==> src/crs_pkg.sv <==
package crs_pkg;
    // register indices of the plain register port
    localparam logic [3:0] REG_IN_FUNC   = 4'h0; // second input function select
    localparam logic [3:0] REG_IN_SIG    = 4'h1; // second input signal select
    localparam logic [3:0] REG_BIAS      = 4'h2; // bias, signed tenths of percent
    localparam logic [3:0] REG_GAIN      = 4'h3; // gain, tenths of percent
    localparam logic [3:0] REG_CARRIER   = 4'h4; // carrier frequency select code
    localparam logic [3:0] REG_METHOD    = 4'h5; // control method select
    localparam logic [3:0] REG_RATING    = 4'h6; // motor rating setting
    localparam logic [3:0] REG_POLES     = 4'h7; // motor pole count
    localparam logic [3:0] REG_MEASURE   = 4'h8; // motor constant measure select
    localparam logic [3:0] REG_MAXFREQ   = 4'h9; // max output frequency, 0.1 Hz
    localparam logic [3:0] REG_UPPER     = 4'ha; // upper limit, 0.1 Hz
    localparam logic [3:0] REG_LOWER     = 4'hb; // lower limit, 0.1 Hz
    localparam logic [3:0] REG_PRIMARY   = 4'hc; // primary bias gain select
    localparam logic [3:0] REG_STATUS    = 4'hd; // status, read only
    localparam logic [3:0] REG_FREF      = 4'he; // frequency reference, read only
    // limits in tenths of percent
    localparam logic signed [15:0] BIAS_MIN = -16'sd990;
    localparam logic signed [15:0] BIAS_MAX = 16'sd2500;
    localparam logic signed [15:0] GAIN_MAX = 16'sd5000;
    localparam logic signed [15:0] PCT_FULL = 16'sd1000;
    // carrier codes, 0..6 = 0.8 1.1 1.6 2.5 5.0 7.5 10.0 kHz
    localparam logic [2:0] CAR_0K8  = 3'h0;
    localparam logic [2:0] CAR_1K6  = 3'h2;
    localparam logic [2:0] CAR_2K5  = 3'h3;
    localparam logic [2:0] CAR_5K0  = 3'h4;
    localparam logic [2:0] CAR_7K5  = 3'h5;
    localparam logic [2:0] CAR_10K  = 3'h6;
    // frequency thresholds in 0.1 Hz
    localparam logic [15:0] F_1HZ   = 16'h000a;
    localparam logic [15:0] F_5HZ   = 16'h0032;
    localparam logic [15:0] F_10HZ  = 16'h0064;
    localparam logic [15:0] F_15HZ  = 16'h0096;
    localparam logic [15:0] F_120HZ = 16'h04b0;
    // reset values
    localparam logic [15:0] MAXF_RST   = 16'h0258;
    localparam logic [2:0]  SIG_RST    = 3'h4;
    localparam logic [2:0]  CAR_RST    = 3'h4;
    localparam logic [2:0]  POLES_RST  = 3'h4;
    localparam logic signed [15:0] GAIN_RST = 16'sd1000;
    // input signal ranges
    typedef enum logic [1:0] {crs_rng_5v, crs_rng_10v, crs_rng_4ma, crs_rng_0ma} crs_range_t;
    // measurement sequencer
    typedef enum logic [1:0] {crs_ms_idle, crs_ms_volt, crs_ms_slip} crs_meas_t;
endpackage

==> src/crs_carrier_ref.sv <==
// Contract
// - signal select 3..6 picks input range
// - bias accepted only -99.0 to 250.0 percent
// - gain accepted only 0.0 to 500.0 percent
// - percentages scale the maximum output frequency
// - reference clamped to max, upper, lower limits
// - negative reference never reverses rotation
// - negative pid feedback becomes zero percent
// - primary bias gain select ignored here
// - volts-per-hertz offers seven carrier frequencies
// - vector mode offers four carrier frequencies
// - carrier group change only while stopped; a method write to vector still moves a low carrier to 2.5 kHz while running
// - single-phase carrier lowered below 5/10 Hz
// - three-phase carrier lowered below 10/15 Hz
// - method 0 volts-per-hertz, 1 vector
// - vector mode limits output to 1-120 Hz
// - vector with low carrier rewrites 2.5 kHz
// - poles default four, rating defaults own
// - measure 1 voltage, 2 slip compensation
// - function select routes second input
//
// Strobed register access and the register addresses were left to the implementer.
`timescale 1ns/1ns
`default_nettype none
module crs_carrier_ref
    import crs_pkg::*;
#(
    parameter int          ADC_W       = 10,   // normalized input width
    parameter bit          THREE_PHASE = 1'b0, // drive variant
    parameter logic [7:0]  OWN_RATING  = 8'h07 // own capacity code, arbitrary
) (
    // clock and reset
    input  wire logic              sys_clk,
    input  wire logic              rst_n,
    // register port
    input  wire logic [3:0]        reg_addr,
    input  wire logic [15:0]       reg_wdata,
    input  wire logic              reg_wr,
    input  wire logic              reg_rd,
    output logic      [15:0]       reg_rdata,
    // run state and measured output frequency, 0.1 Hz
    input  wire logic              run_pin,
    input  wire logic [15:0]       out_freq,
    // normalized second input sample
    input  wire logic [ADC_W-1:0]  adc_sample,
    // results
    output logic      [15:0]       freq_ref,
    output logic      [15:0]       aux_ref,
    output logic      [15:0]       pid_measured_value,
    output logic      [15:0]       pid_bias,
    output logic      [2:0]        carrier_active,
    output logic                   vector_mode,
    output logic      [1:0]        input_range,
    output logic      [1:0]        measure_start
);
    initial begin
        if (ADC_W < 4 || ADC_W > 14) $error("crs_carrier_ref: ADC_W out of range");
    end

    // two-flop synchronisers for the pin-side inputs, plus a third stage for the words
    logic [1:0]       run_sync;
    logic [ADC_W-1:0] adc_s1, adc_s2, adc_s3;
    logic [15:0]      ofq_s1, ofq_s2, ofq_s3;
    logic [ADC_W-1:0] adc_q, next_adc_q;  // accepted input word
    logic [15:0]      ofq_q, next_ofq_q;  // accepted output frequency word
    // a word caught mid-change is not used: take it once two stages agree
    always_comb begin
        next_adc_q = adc_s2 == adc_s3 ? adc_s2 : adc_q;
        next_ofq_q = ofq_s2 == ofq_s3 ? ofq_s2 : ofq_q;
    end
    always_ff @(posedge sys_clk) begin
        run_sync <= {run_sync[0], run_pin};
        adc_s1   <= adc_sample;
        adc_s2   <= adc_s1;
        adc_s3   <= adc_s2;
        adc_q    <= next_adc_q;
        ofq_s1   <= out_freq;
        ofq_s2   <= ofq_s1;
        ofq_s3   <= ofq_s2;
        ofq_q    <= next_ofq_q;
    end
    wire logic running = run_sync[1];

    // carrier group: low group holds codes 0..2
    function automatic logic low_group(input logic [2:0] c);
        return c <= CAR_1K6;
    endfunction

    // parameter store
    logic [1:0]  second_input_function_select, next_func;
    logic [2:0]  second_input_signal_select, next_sig;
    logic signed [15:0] second_input_bias_percent, next_bias;
    logic signed [15:0] second_input_gain_percent, next_gain;
    logic [2:0]  carrier_frequency_select, next_car;
    logic        control_method_select, next_method;
    logic [7:0]  motor_rating_setting, next_rating;
    logic [2:0]  motor_pole_count, next_poles;
    logic [1:0]  motor_constant_measure_select, next_meas;
    logic [15:0] max_output_frequency, next_maxf;
    logic [15:0] upper_limit, next_upper;
    logic [15:0] lower_limit, next_lower;
    logic [1:0]  primary_bias_gain_select, next_prim;
    logic        reject_flag, next_reject;     // last write refused
    logic        measure_done, next_mdone;     // measurement launched

    // write decode with range checks
    always_comb begin
        next_func   = second_input_function_select;
        next_sig    = second_input_signal_select;
        next_bias   = second_input_bias_percent;
        next_gain   = second_input_gain_percent;
        next_car    = carrier_frequency_select;
        next_method = control_method_select;
        next_rating = motor_rating_setting;
        next_poles  = motor_pole_count;
        next_meas   = motor_constant_measure_select;
        next_maxf   = max_output_frequency;
        next_upper  = upper_limit;
        next_lower  = lower_limit;
        next_prim   = primary_bias_gain_select;
        next_reject = reject_flag;
        next_mdone  = 1'b0;
        // measurement request is a one-shot, cleared once launched
        if (motor_constant_measure_select != 2'h0 && !running) begin
            next_meas  = 2'h0;
            next_mdone = 1'b1;
        end
        if (reg_wr) begin
            next_reject = 1'b0;
            unique case (reg_addr)
                REG_IN_FUNC: next_func = reg_wdata[1:0];
                REG_IN_SIG: begin
                    // only codes 3..6 are legal
                    if (reg_wdata >= 16'h0003 && reg_wdata <= 16'h0006) next_sig = reg_wdata[2:0];
                    else next_reject = 1'b1;
                end
                REG_BIAS: begin
                    if ($signed(reg_wdata) >= BIAS_MIN && $signed(reg_wdata) <= BIAS_MAX)
                        next_bias = $signed(reg_wdata);
                    else next_reject = 1'b1;
                end
                REG_GAIN: begin
                    if ($signed(reg_wdata) >= 16'sd0 && $signed(reg_wdata) <= GAIN_MAX)
                        next_gain = $signed(reg_wdata);
                    else next_reject = 1'b1;
                end
                REG_CARRIER: begin
                    if (reg_wdata > 16'h0006) next_reject = 1'b1;
                    else if (control_method_select && low_group(reg_wdata[2:0])) next_reject = 1'b1;
                    else if (running && low_group(reg_wdata[2:0]) != low_group(carrier_frequency_select))
                        next_reject = 1'b1;
                    else next_car = reg_wdata[2:0];
                end
                REG_METHOD: begin
                    next_method = reg_wdata[0];
                    if (reg_wdata[0] && low_group(carrier_frequency_select)) next_car = CAR_2K5;
                end
                REG_RATING: next_rating = reg_wdata[7:0];
                REG_POLES: begin
                    if (reg_wdata == 16'h0002 || reg_wdata == 16'h0004 || reg_wdata == 16'h0006)
                        next_poles = reg_wdata[2:0];
                    else next_reject = 1'b1;
                end
                REG_MEASURE: next_meas = reg_wdata[1:0] == 2'h3 ? 2'h0 : reg_wdata[1:0];
                REG_MAXFREQ: next_maxf = reg_wdata;
                REG_UPPER: next_upper = reg_wdata;
                REG_LOWER: next_lower = reg_wdata;
                REG_PRIMARY: next_prim = reg_wdata[1:0];
                default: next_reject = 1'b1;
            endcase
        end
    end

    always_ff @(posedge sys_clk) begin
        if (!rst_n) begin
            second_input_function_select  <= 2'h0;
            second_input_signal_select    <= SIG_RST;
            second_input_bias_percent     <= 16'sd0;
            second_input_gain_percent     <= GAIN_RST;
            carrier_frequency_select      <= CAR_RST;
            control_method_select         <= 1'b0;
            motor_rating_setting          <= OWN_RATING;
            motor_pole_count              <= POLES_RST;
            motor_constant_measure_select <= 2'h0;
            max_output_frequency          <= MAXF_RST;
            upper_limit                   <= MAXF_RST;
            lower_limit                   <= 16'h0000;
            primary_bias_gain_select      <= 2'h0;
            reject_flag                   <= 1'b0;
            measure_done                  <= 1'b0;
        end else begin
            second_input_function_select  <= next_func;
            second_input_signal_select    <= next_sig;
            second_input_bias_percent     <= next_bias;
            second_input_gain_percent     <= next_gain;
            carrier_frequency_select      <= next_car;
            control_method_select         <= next_method;
            motor_rating_setting          <= next_rating;
            motor_pole_count              <= next_poles;
            motor_constant_measure_select <= next_meas;
            max_output_frequency          <= next_maxf;
            upper_limit                   <= next_upper;
            lower_limit                   <= next_lower;
            primary_bias_gain_select      <= next_prim;
            reject_flag                   <= next_reject;
            measure_done                  <= next_mdone;
        end
    end

    // scaling: pct = bias + (gain - bias) * x / full, tenths of percent
    logic signed [31:0] span, prod, pct;
    logic signed [31:0] hz_wide;
    logic [15:0]        hz, hi_lim, lo_lim, clamped;
    logic [15:0]        next_fref, next_aux, next_pv, next_pbias;
    always_comb begin
        span    = 32'(second_input_gain_percent) - 32'(second_input_bias_percent);
        prod    = span * $signed({1'b0, 31'(adc_q)});
        pct     = 32'(second_input_bias_percent) + (prod >>> ADC_W);
        // percent of maximum output frequency
        hz_wide = (pct * $signed({16'h0000, max_output_frequency})) / 32'sd1000;
        hz      = hz_wide < 0 ? 16'h0000 : (hz_wide > 32'sd65535 ? 16'hffff : hz_wide[15:0]);
        // limits; vector mode narrows them
        hi_lim  = upper_limit < max_output_frequency ? upper_limit : max_output_frequency;
        lo_lim  = lower_limit;
        if (control_method_select) begin
            if (hi_lim > F_120HZ) hi_lim = F_120HZ;
            if (lo_lim < F_1HZ) lo_lim = F_1HZ;
        end
        clamped = hz > hi_lim ? hi_lim : (hz < lo_lim ? lo_lim : hz);
        next_fref  = freq_ref;
        next_aux   = 16'h0000;
        next_pv    = 16'h0000;
        next_pbias = 16'h0000;
        unique case (second_input_function_select)
            2'h0: next_fref = clamped;
            2'h1: next_pv = pct < 0 ? 16'h0000 : (pct > 32'sd65535 ? 16'hffff : pct[15:0]);
            2'h2: next_pbias = pct[15:0];
            2'h3: next_aux = pct[15:0];
        endcase
    end

    // automatic carrier lowering at low output frequency
    logic [2:0]  next_carrier;
    logic [15:0] thr_a, thr_b;
    always_comb begin
        thr_a = THREE_PHASE ? F_10HZ : F_5HZ;
        thr_b = THREE_PHASE ? F_15HZ : F_10HZ;
        next_carrier = carrier_frequency_select;
        if (carrier_frequency_select == CAR_7K5 && ofq_q < thr_a) next_carrier = CAR_5K0;
        if (carrier_frequency_select == CAR_10K) begin
            if (ofq_q < thr_a) next_carrier = CAR_5K0;
            else if (ofq_q < thr_b) next_carrier = CAR_7K5;
        end
    end

    // read mux
    logic [15:0] next_rdata;
    always_comb begin
        unique case (reg_addr)
            REG_IN_FUNC: next_rdata = {14'h0000, second_input_function_select};
            REG_IN_SIG:  next_rdata = {13'h0000, second_input_signal_select};
            REG_BIAS:    next_rdata = second_input_bias_percent;
            REG_GAIN:    next_rdata = second_input_gain_percent;
            REG_CARRIER: next_rdata = {13'h0000, carrier_frequency_select};
            REG_METHOD:  next_rdata = {15'h0000, control_method_select};
            REG_RATING:  next_rdata = {8'h00, motor_rating_setting};
            REG_POLES:   next_rdata = {13'h0000, motor_pole_count};
            REG_MEASURE: next_rdata = {14'h0000, motor_constant_measure_select};
            REG_MAXFREQ: next_rdata = max_output_frequency;
            REG_UPPER:   next_rdata = upper_limit;
            REG_LOWER:   next_rdata = lower_limit;
            REG_PRIMARY: next_rdata = {14'h0000, primary_bias_gain_select};
            REG_STATUS:  next_rdata = {10'h000, carrier_active, running, measure_done, reject_flag};
            REG_FREF:    next_rdata = freq_ref;
            default:     next_rdata = 16'h0000;
        endcase
        if (!reg_rd) next_rdata = 16'h0000;
    end

    // output registers
    always_ff @(posedge sys_clk) begin
        if (!rst_n) begin
            reg_rdata          <= 16'h0000;
            freq_ref           <= 16'h0000;
            aux_ref            <= 16'h0000;
            pid_measured_value <= 16'h0000;
            pid_bias           <= 16'h0000;
            carrier_active     <= CAR_RST;
            vector_mode        <= 1'b0;
            input_range        <= 2'h1;
            measure_start      <= 2'h0;
        end else begin
            reg_rdata          <= next_rdata;
            freq_ref           <= next_fref;
            aux_ref            <= next_aux;
            pid_measured_value <= next_pv;
            pid_bias           <= next_pbias;
            carrier_active     <= next_carrier;
            vector_mode        <= control_method_select;
            input_range        <= 2'(second_input_signal_select - 3'h3);
            // pulse only on a real launch, even when software cancels the request in the launch cycle
            measure_start      <= next_mdone ? motor_constant_measure_select : 2'h0;
        end
    end

    // checks
    property p_carrier_vector;
        @(posedge sys_clk) disable iff (!rst_n) control_method_select |-> !low_group(carrier_frequency_select);
    endproperty
    a_carrier_vector: assert property (p_carrier_vector) else $error("low carrier in vector mode");
    property p_vec_rewrite;
        @(posedge sys_clk) disable iff (!rst_n)
            (reg_wr && reg_addr == REG_METHOD && reg_wdata[0] && low_group(carrier_frequency_select))
            |=> carrier_frequency_select == CAR_2K5;
    endproperty
    a_vec_rewrite: assert property (p_vec_rewrite) else $error("carrier not rewritten");
    property p_group_lock;
        @(posedge sys_clk) disable iff (!rst_n)
            running |=> low_group(carrier_frequency_select) == $past(low_group(carrier_frequency_select))
                        || $past(reg_wr && reg_addr == REG_METHOD);
    endproperty
    a_group_lock: assert property (p_group_lock) else $error("group changed while running");
    property p_bias_range;
        @(posedge sys_clk) disable iff (!rst_n) second_input_bias_percent >= BIAS_MIN && second_input_bias_percent <= BIAS_MAX;
    endproperty
    a_bias_range: assert property (p_bias_range) else $error("bias out of range");
    property p_gain_range;
        @(posedge sys_clk) disable iff (!rst_n) second_input_gain_percent >= 0 && second_input_gain_percent <= GAIN_MAX;
    endproperty
    a_gain_range: assert property (p_gain_range) else $error("gain out of range");
    property p_vec_hz;
        @(posedge sys_clk) disable iff (!rst_n)
            (control_method_select && second_input_function_select == 2'h0) [*2] |=> freq_ref <= F_120HZ;
    endproperty
    a_vec_hz: assert property (p_vec_hz) else $error("vector frequency above limit");
    property p_lower_10k;
        @(posedge sys_clk) disable iff (!rst_n)
            (carrier_frequency_select == CAR_10K && ofq_q < (THREE_PHASE ? F_10HZ : F_5HZ)) |=> carrier_active == CAR_5K0;
    endproperty
    a_lower_10k: assert property (p_lower_10k) else $error("carrier not lowered");
    property p_pv_pos;
        @(posedge sys_clk) disable iff (!rst_n) (second_input_function_select == 2'h1 && pct < 0) |=> pid_measured_value == 16'h0000;
    endproperty
    a_pv_pos: assert property (p_pv_pos) else $error("negative feedback passed");
    c_vec: cover property (@(posedge sys_clk) disable iff (!rst_n) control_method_select);
    c_lower: cover property (@(posedge sys_clk) disable iff (!rst_n) carrier_active != carrier_frequency_select);
    c_meas: cover property (@(posedge sys_clk) disable iff (!rst_n) measure_start != 2'h0);
endmodule
`default_nettype wire

==> config.mk <==
export PLATFORM = sky130hd
export DESIGN_NAME = crs_carrier_ref
export DESIGN_NICKNAME = d
export VERILOG_FILES = /design/src/crs_pkg.sv /design/src/crs_carrier_ref.sv
export SDC_FILE = /design/constraint.sdc
export NUM_CORES = 2
export LEC_CHECK = 0
export BUFFER_PORTS_ARGS = -buffer_cell sky130_fd_sc_hd__buf_4
export CAP_MARGIN = 20
export CORE_UTILIZATION = 62
export CTS_CLUSTER_DIAMETER = 200
export DETAILED_ROUTE_END_ITERATION = 10
export MAX_ROUTING_LAYER = met4
export PLACE_DENSITY = 0.82
export SLEW_MARGIN = 20
export SYNTH_ARGS = -nofsm -noshare
export SYNTH_HDL_FRONTEND = slang
export SYNTH_SLANG_ARGS = --single-unit
==> constraint.sdc <==
create_clock -name sys_clk -period 70.7 [get_ports sys_clk]
set_input_delay 21.21 -clock sys_clk [delete_from_list [all_inputs] [get_ports sys_clk]]
set_output_delay 21.21 -clock sys_clk [all_outputs]
set_load 0.02 [all_outputs]
==> flow_summary.toml <==
[grt]
overflow = 0
first_global_vias = 33520
grt_max_degree = 56
antenna_found_initial = 3
grt_pass1_wl_um = 183200
grt_use_total_pct = 37.85

[setup_path]
critPathLaunch = "second_input_bias_percent[1]"
critPathCapture = "freq_ref[5]"
worst-r2r-cell-count = 127
cp-start-kind = "flop"
regToRegSetupSlack_ps = 31170
end_kind = "flop"
crit_arrival_ps = 39970
slowest_stage = "xor2_1"
r2r-start = "second_input_bias_percent[1]"
path_class = "flop to flop"
crit_path_max_incr_delay_ps = 880
cp_max_fo = 18
timing.rr.end = "freq_ref[5]"
cp.required_ps = 71150

[detailed_routing]
routed_wl_um = 115900
drtAntennaViolNets = 0
drc = 0
avgRoutedWirePerCell_um = 21.52
firstDrtPassIters = 6
initialDrtViolationCount = 3765
viasPerCell = 6.387
via_count = 34390

[synth]
synth.avg_cell_area_um2 = 8.350
syn_inst = 4566
syn_nets = 5273
synth_edf_count = 25
synth_ff_type = "dfxtp_1"
seq_area_frac_synth_pct = 16.36
synthDistinctLibCells = 144
syn-cell-area_mm2 = 0.03813
synth-seq-cells = 299
yosys_warnings = 0
ys_async_sr_fraction_pct = 0

[timing]
finalSetupViolCount = 0
clock_skew_ps = 57.62
clock.fmax_ghz = 0.02530
period_share_pct = 55.91
drv_slew = 0
finalWorstSetupSlack_ps = 31170
rsz0062_at_grt = "no"
tns_ps = 0
relSlewSlack_pct = 23.16
hold_viol_final = 0
period_needed_ps = 39530
worstMarginPinSlew_ps = 1144

[floorplan]
die-area_mm2 = 0.06249
die_w_um = 250.0
die_h_um = 250.0
initial_utilization_pct = 62.93
ioPinCount = 139
rows = 90
design.core.area_mm2 = 0.06058

[cts]
root_buffer = "clkbuf_16"
clock_latency_ps = 600
cts_sinks = 299
cts_buffers = 28
ctsHoldBuffers = 0
cts_tree = "built"
cts.repair.resized = 0
cts_buffer_depth = 3
htreeDepth = 1
post-cts-setup-buffer-count = 0
path_clk_slew_ps = 70

[place]
gp_congestion = 1.005
port_buffers = 138
hpwl_um = 89510
post-place-ws_ps = 31580
dp_cells = 5328

[cells_and_area]
syn2layout_area_growth_pct = 6.488
nFillCells = 5007
utilization_pct = 67.02
instances_no_fill = 5384
drive_gt1_share_pct = 8.415
multi_input_area_mm2 = 0.02870
final_nets = 5285
ff_latch_area_mm2 = 0.006236

[job]
maxCapViolations = 0

[outcome]
status = "completed"

[min_path]
hp-class = "flop to flop"
## sequential cells by signal (all words and copies together), names as in the netlist, 8 cells and up
name	count
adc_q	10
adc_s1	10
adc_s2	10
adc_s3	10
aux_ref	16
freq_ref	16
lower_limit	16
max_output_frequency	16
motor_rating_setting	8
ofq_q	15
ofq_s1	16
ofq_s2	16
ofq_s3	16
pid_bias	16
pid_measured_value	16
reg_rdata	16
second_input_bias_percent	16
second_input_gain_percent	16
upper_limit	16
## layout by cell type, fill, tap and decap left out, drive strengths merged, types with 53 or more instances in the layout
master and n:
buf 179, nor2 395, a31oi 72, nor3 106
xor2 57, a21o 62, dfxtp 274, a21boi 54
and2 133, xnor2 135, fa 432, a21oi 180
o21ai 120, inv 632, ha 224, o211ai 53
nand2 500, nand3 84, mux2i 74
## cell families (layout without fill, tap and decap cells)
family	count (synthesis)	after routing	share of synthesized area [%]
DFF	299	299	16.36
other	0	3	0
adders and majority gates	658	658	30.09
muxes	88	88	2.468
AOI/OAI and AO/OA	962	962	18.80
and+or+nand+nor	1530	1530	19.09
xor gates and xnor gates	193	193	4.650
buffers and inverters	836	869	8.555
## layout make-up
type	instances	area share [%]
clock buffer	33	1.797
sequential	299	15.36
inverter	639	5.908
clock inverter	18	0.5085
multi-input combinational	3431	70.69
timing repair buffer	179	3.313
antenna	3	0.01849
tap	782	2.410
## through the flow
stage,hold slack [ps],cell area [um^2]
2_1_floorplan,309.6,38130
4_1_cts,321.4,40540
5_1_grt,332.7,40600
3_5_place_dp,312.1,39610
3_3_place_gp,309.7,39610
6_report,327.5,40600
## how the worst min path moves through the flow
stage	start	endpoint	depth (start not counted)
2_1_floorplan	adc_s1[0]	adc_s2[0]	0
3_3_place_gp	ofq_s1[0]	ofq_s2[0]	0
3_5_place_dp	run_sync[0]	run_sync[1]	0
4_1_cts	adc_s1[1]	adc_s2[1]	0
5_1_grt	ofq_s1[1]	ofq_s2[1]	0
6_report	ofq_s1[4]	ofq_s2[4]	0
## critical path, delay by kind of cell (launching register included)
family                     cells  cell delay, ps
DFF                            1             480
buffers and inverters          8            1050
xor gates and xnor gates       3            2090
and+or+nand+nor               38           11860
muxes                          2            1160
AOI/OAI and AO/OA             59           15280
adders and majority gates     17            7350
## synthesized netlist by cell type (60+ instances only)
cell type | number | area share (%)
a21o_1 | 60 | 1.2
mux2i_1 | 71 | 1.9
nor2_1 | 393 | 3.9
a31oi_1 | 66 | 1.1
dfxtp_1 | 274 | 14
xnor2_1 | 130 | 3.0
nor3_1 | 103 | 1.4
ha_1 | 224 | 7.4
nand3_1 | 84 | 1.1
clkbuf_1 | 145 | 1.4
fa_1 | 432 | 23
nand2_1 | 499 | 4.9
inv_1 | 630 | 6.2
and2_1 | 130 | 2.1
a21oi_1 | 171 | 2.2
o21ai_0 | 97 | 1.3
## per-layer routing
layer | vias to the layer above | wire (um) | global-route usage, %
li1 | 15440 | - | -
met1 | 16620 | 47080 | 50.82
met2 | 1971 | 51950 | 57.66
met3 | 358 | 11700 | 6.143
met4 | 0 | 5159 | 14.01
met5 | - | 0 | -
Power is not shown: default switching activity piles up to over one toggle a cycle in this logic, so the estimate is an artifact.
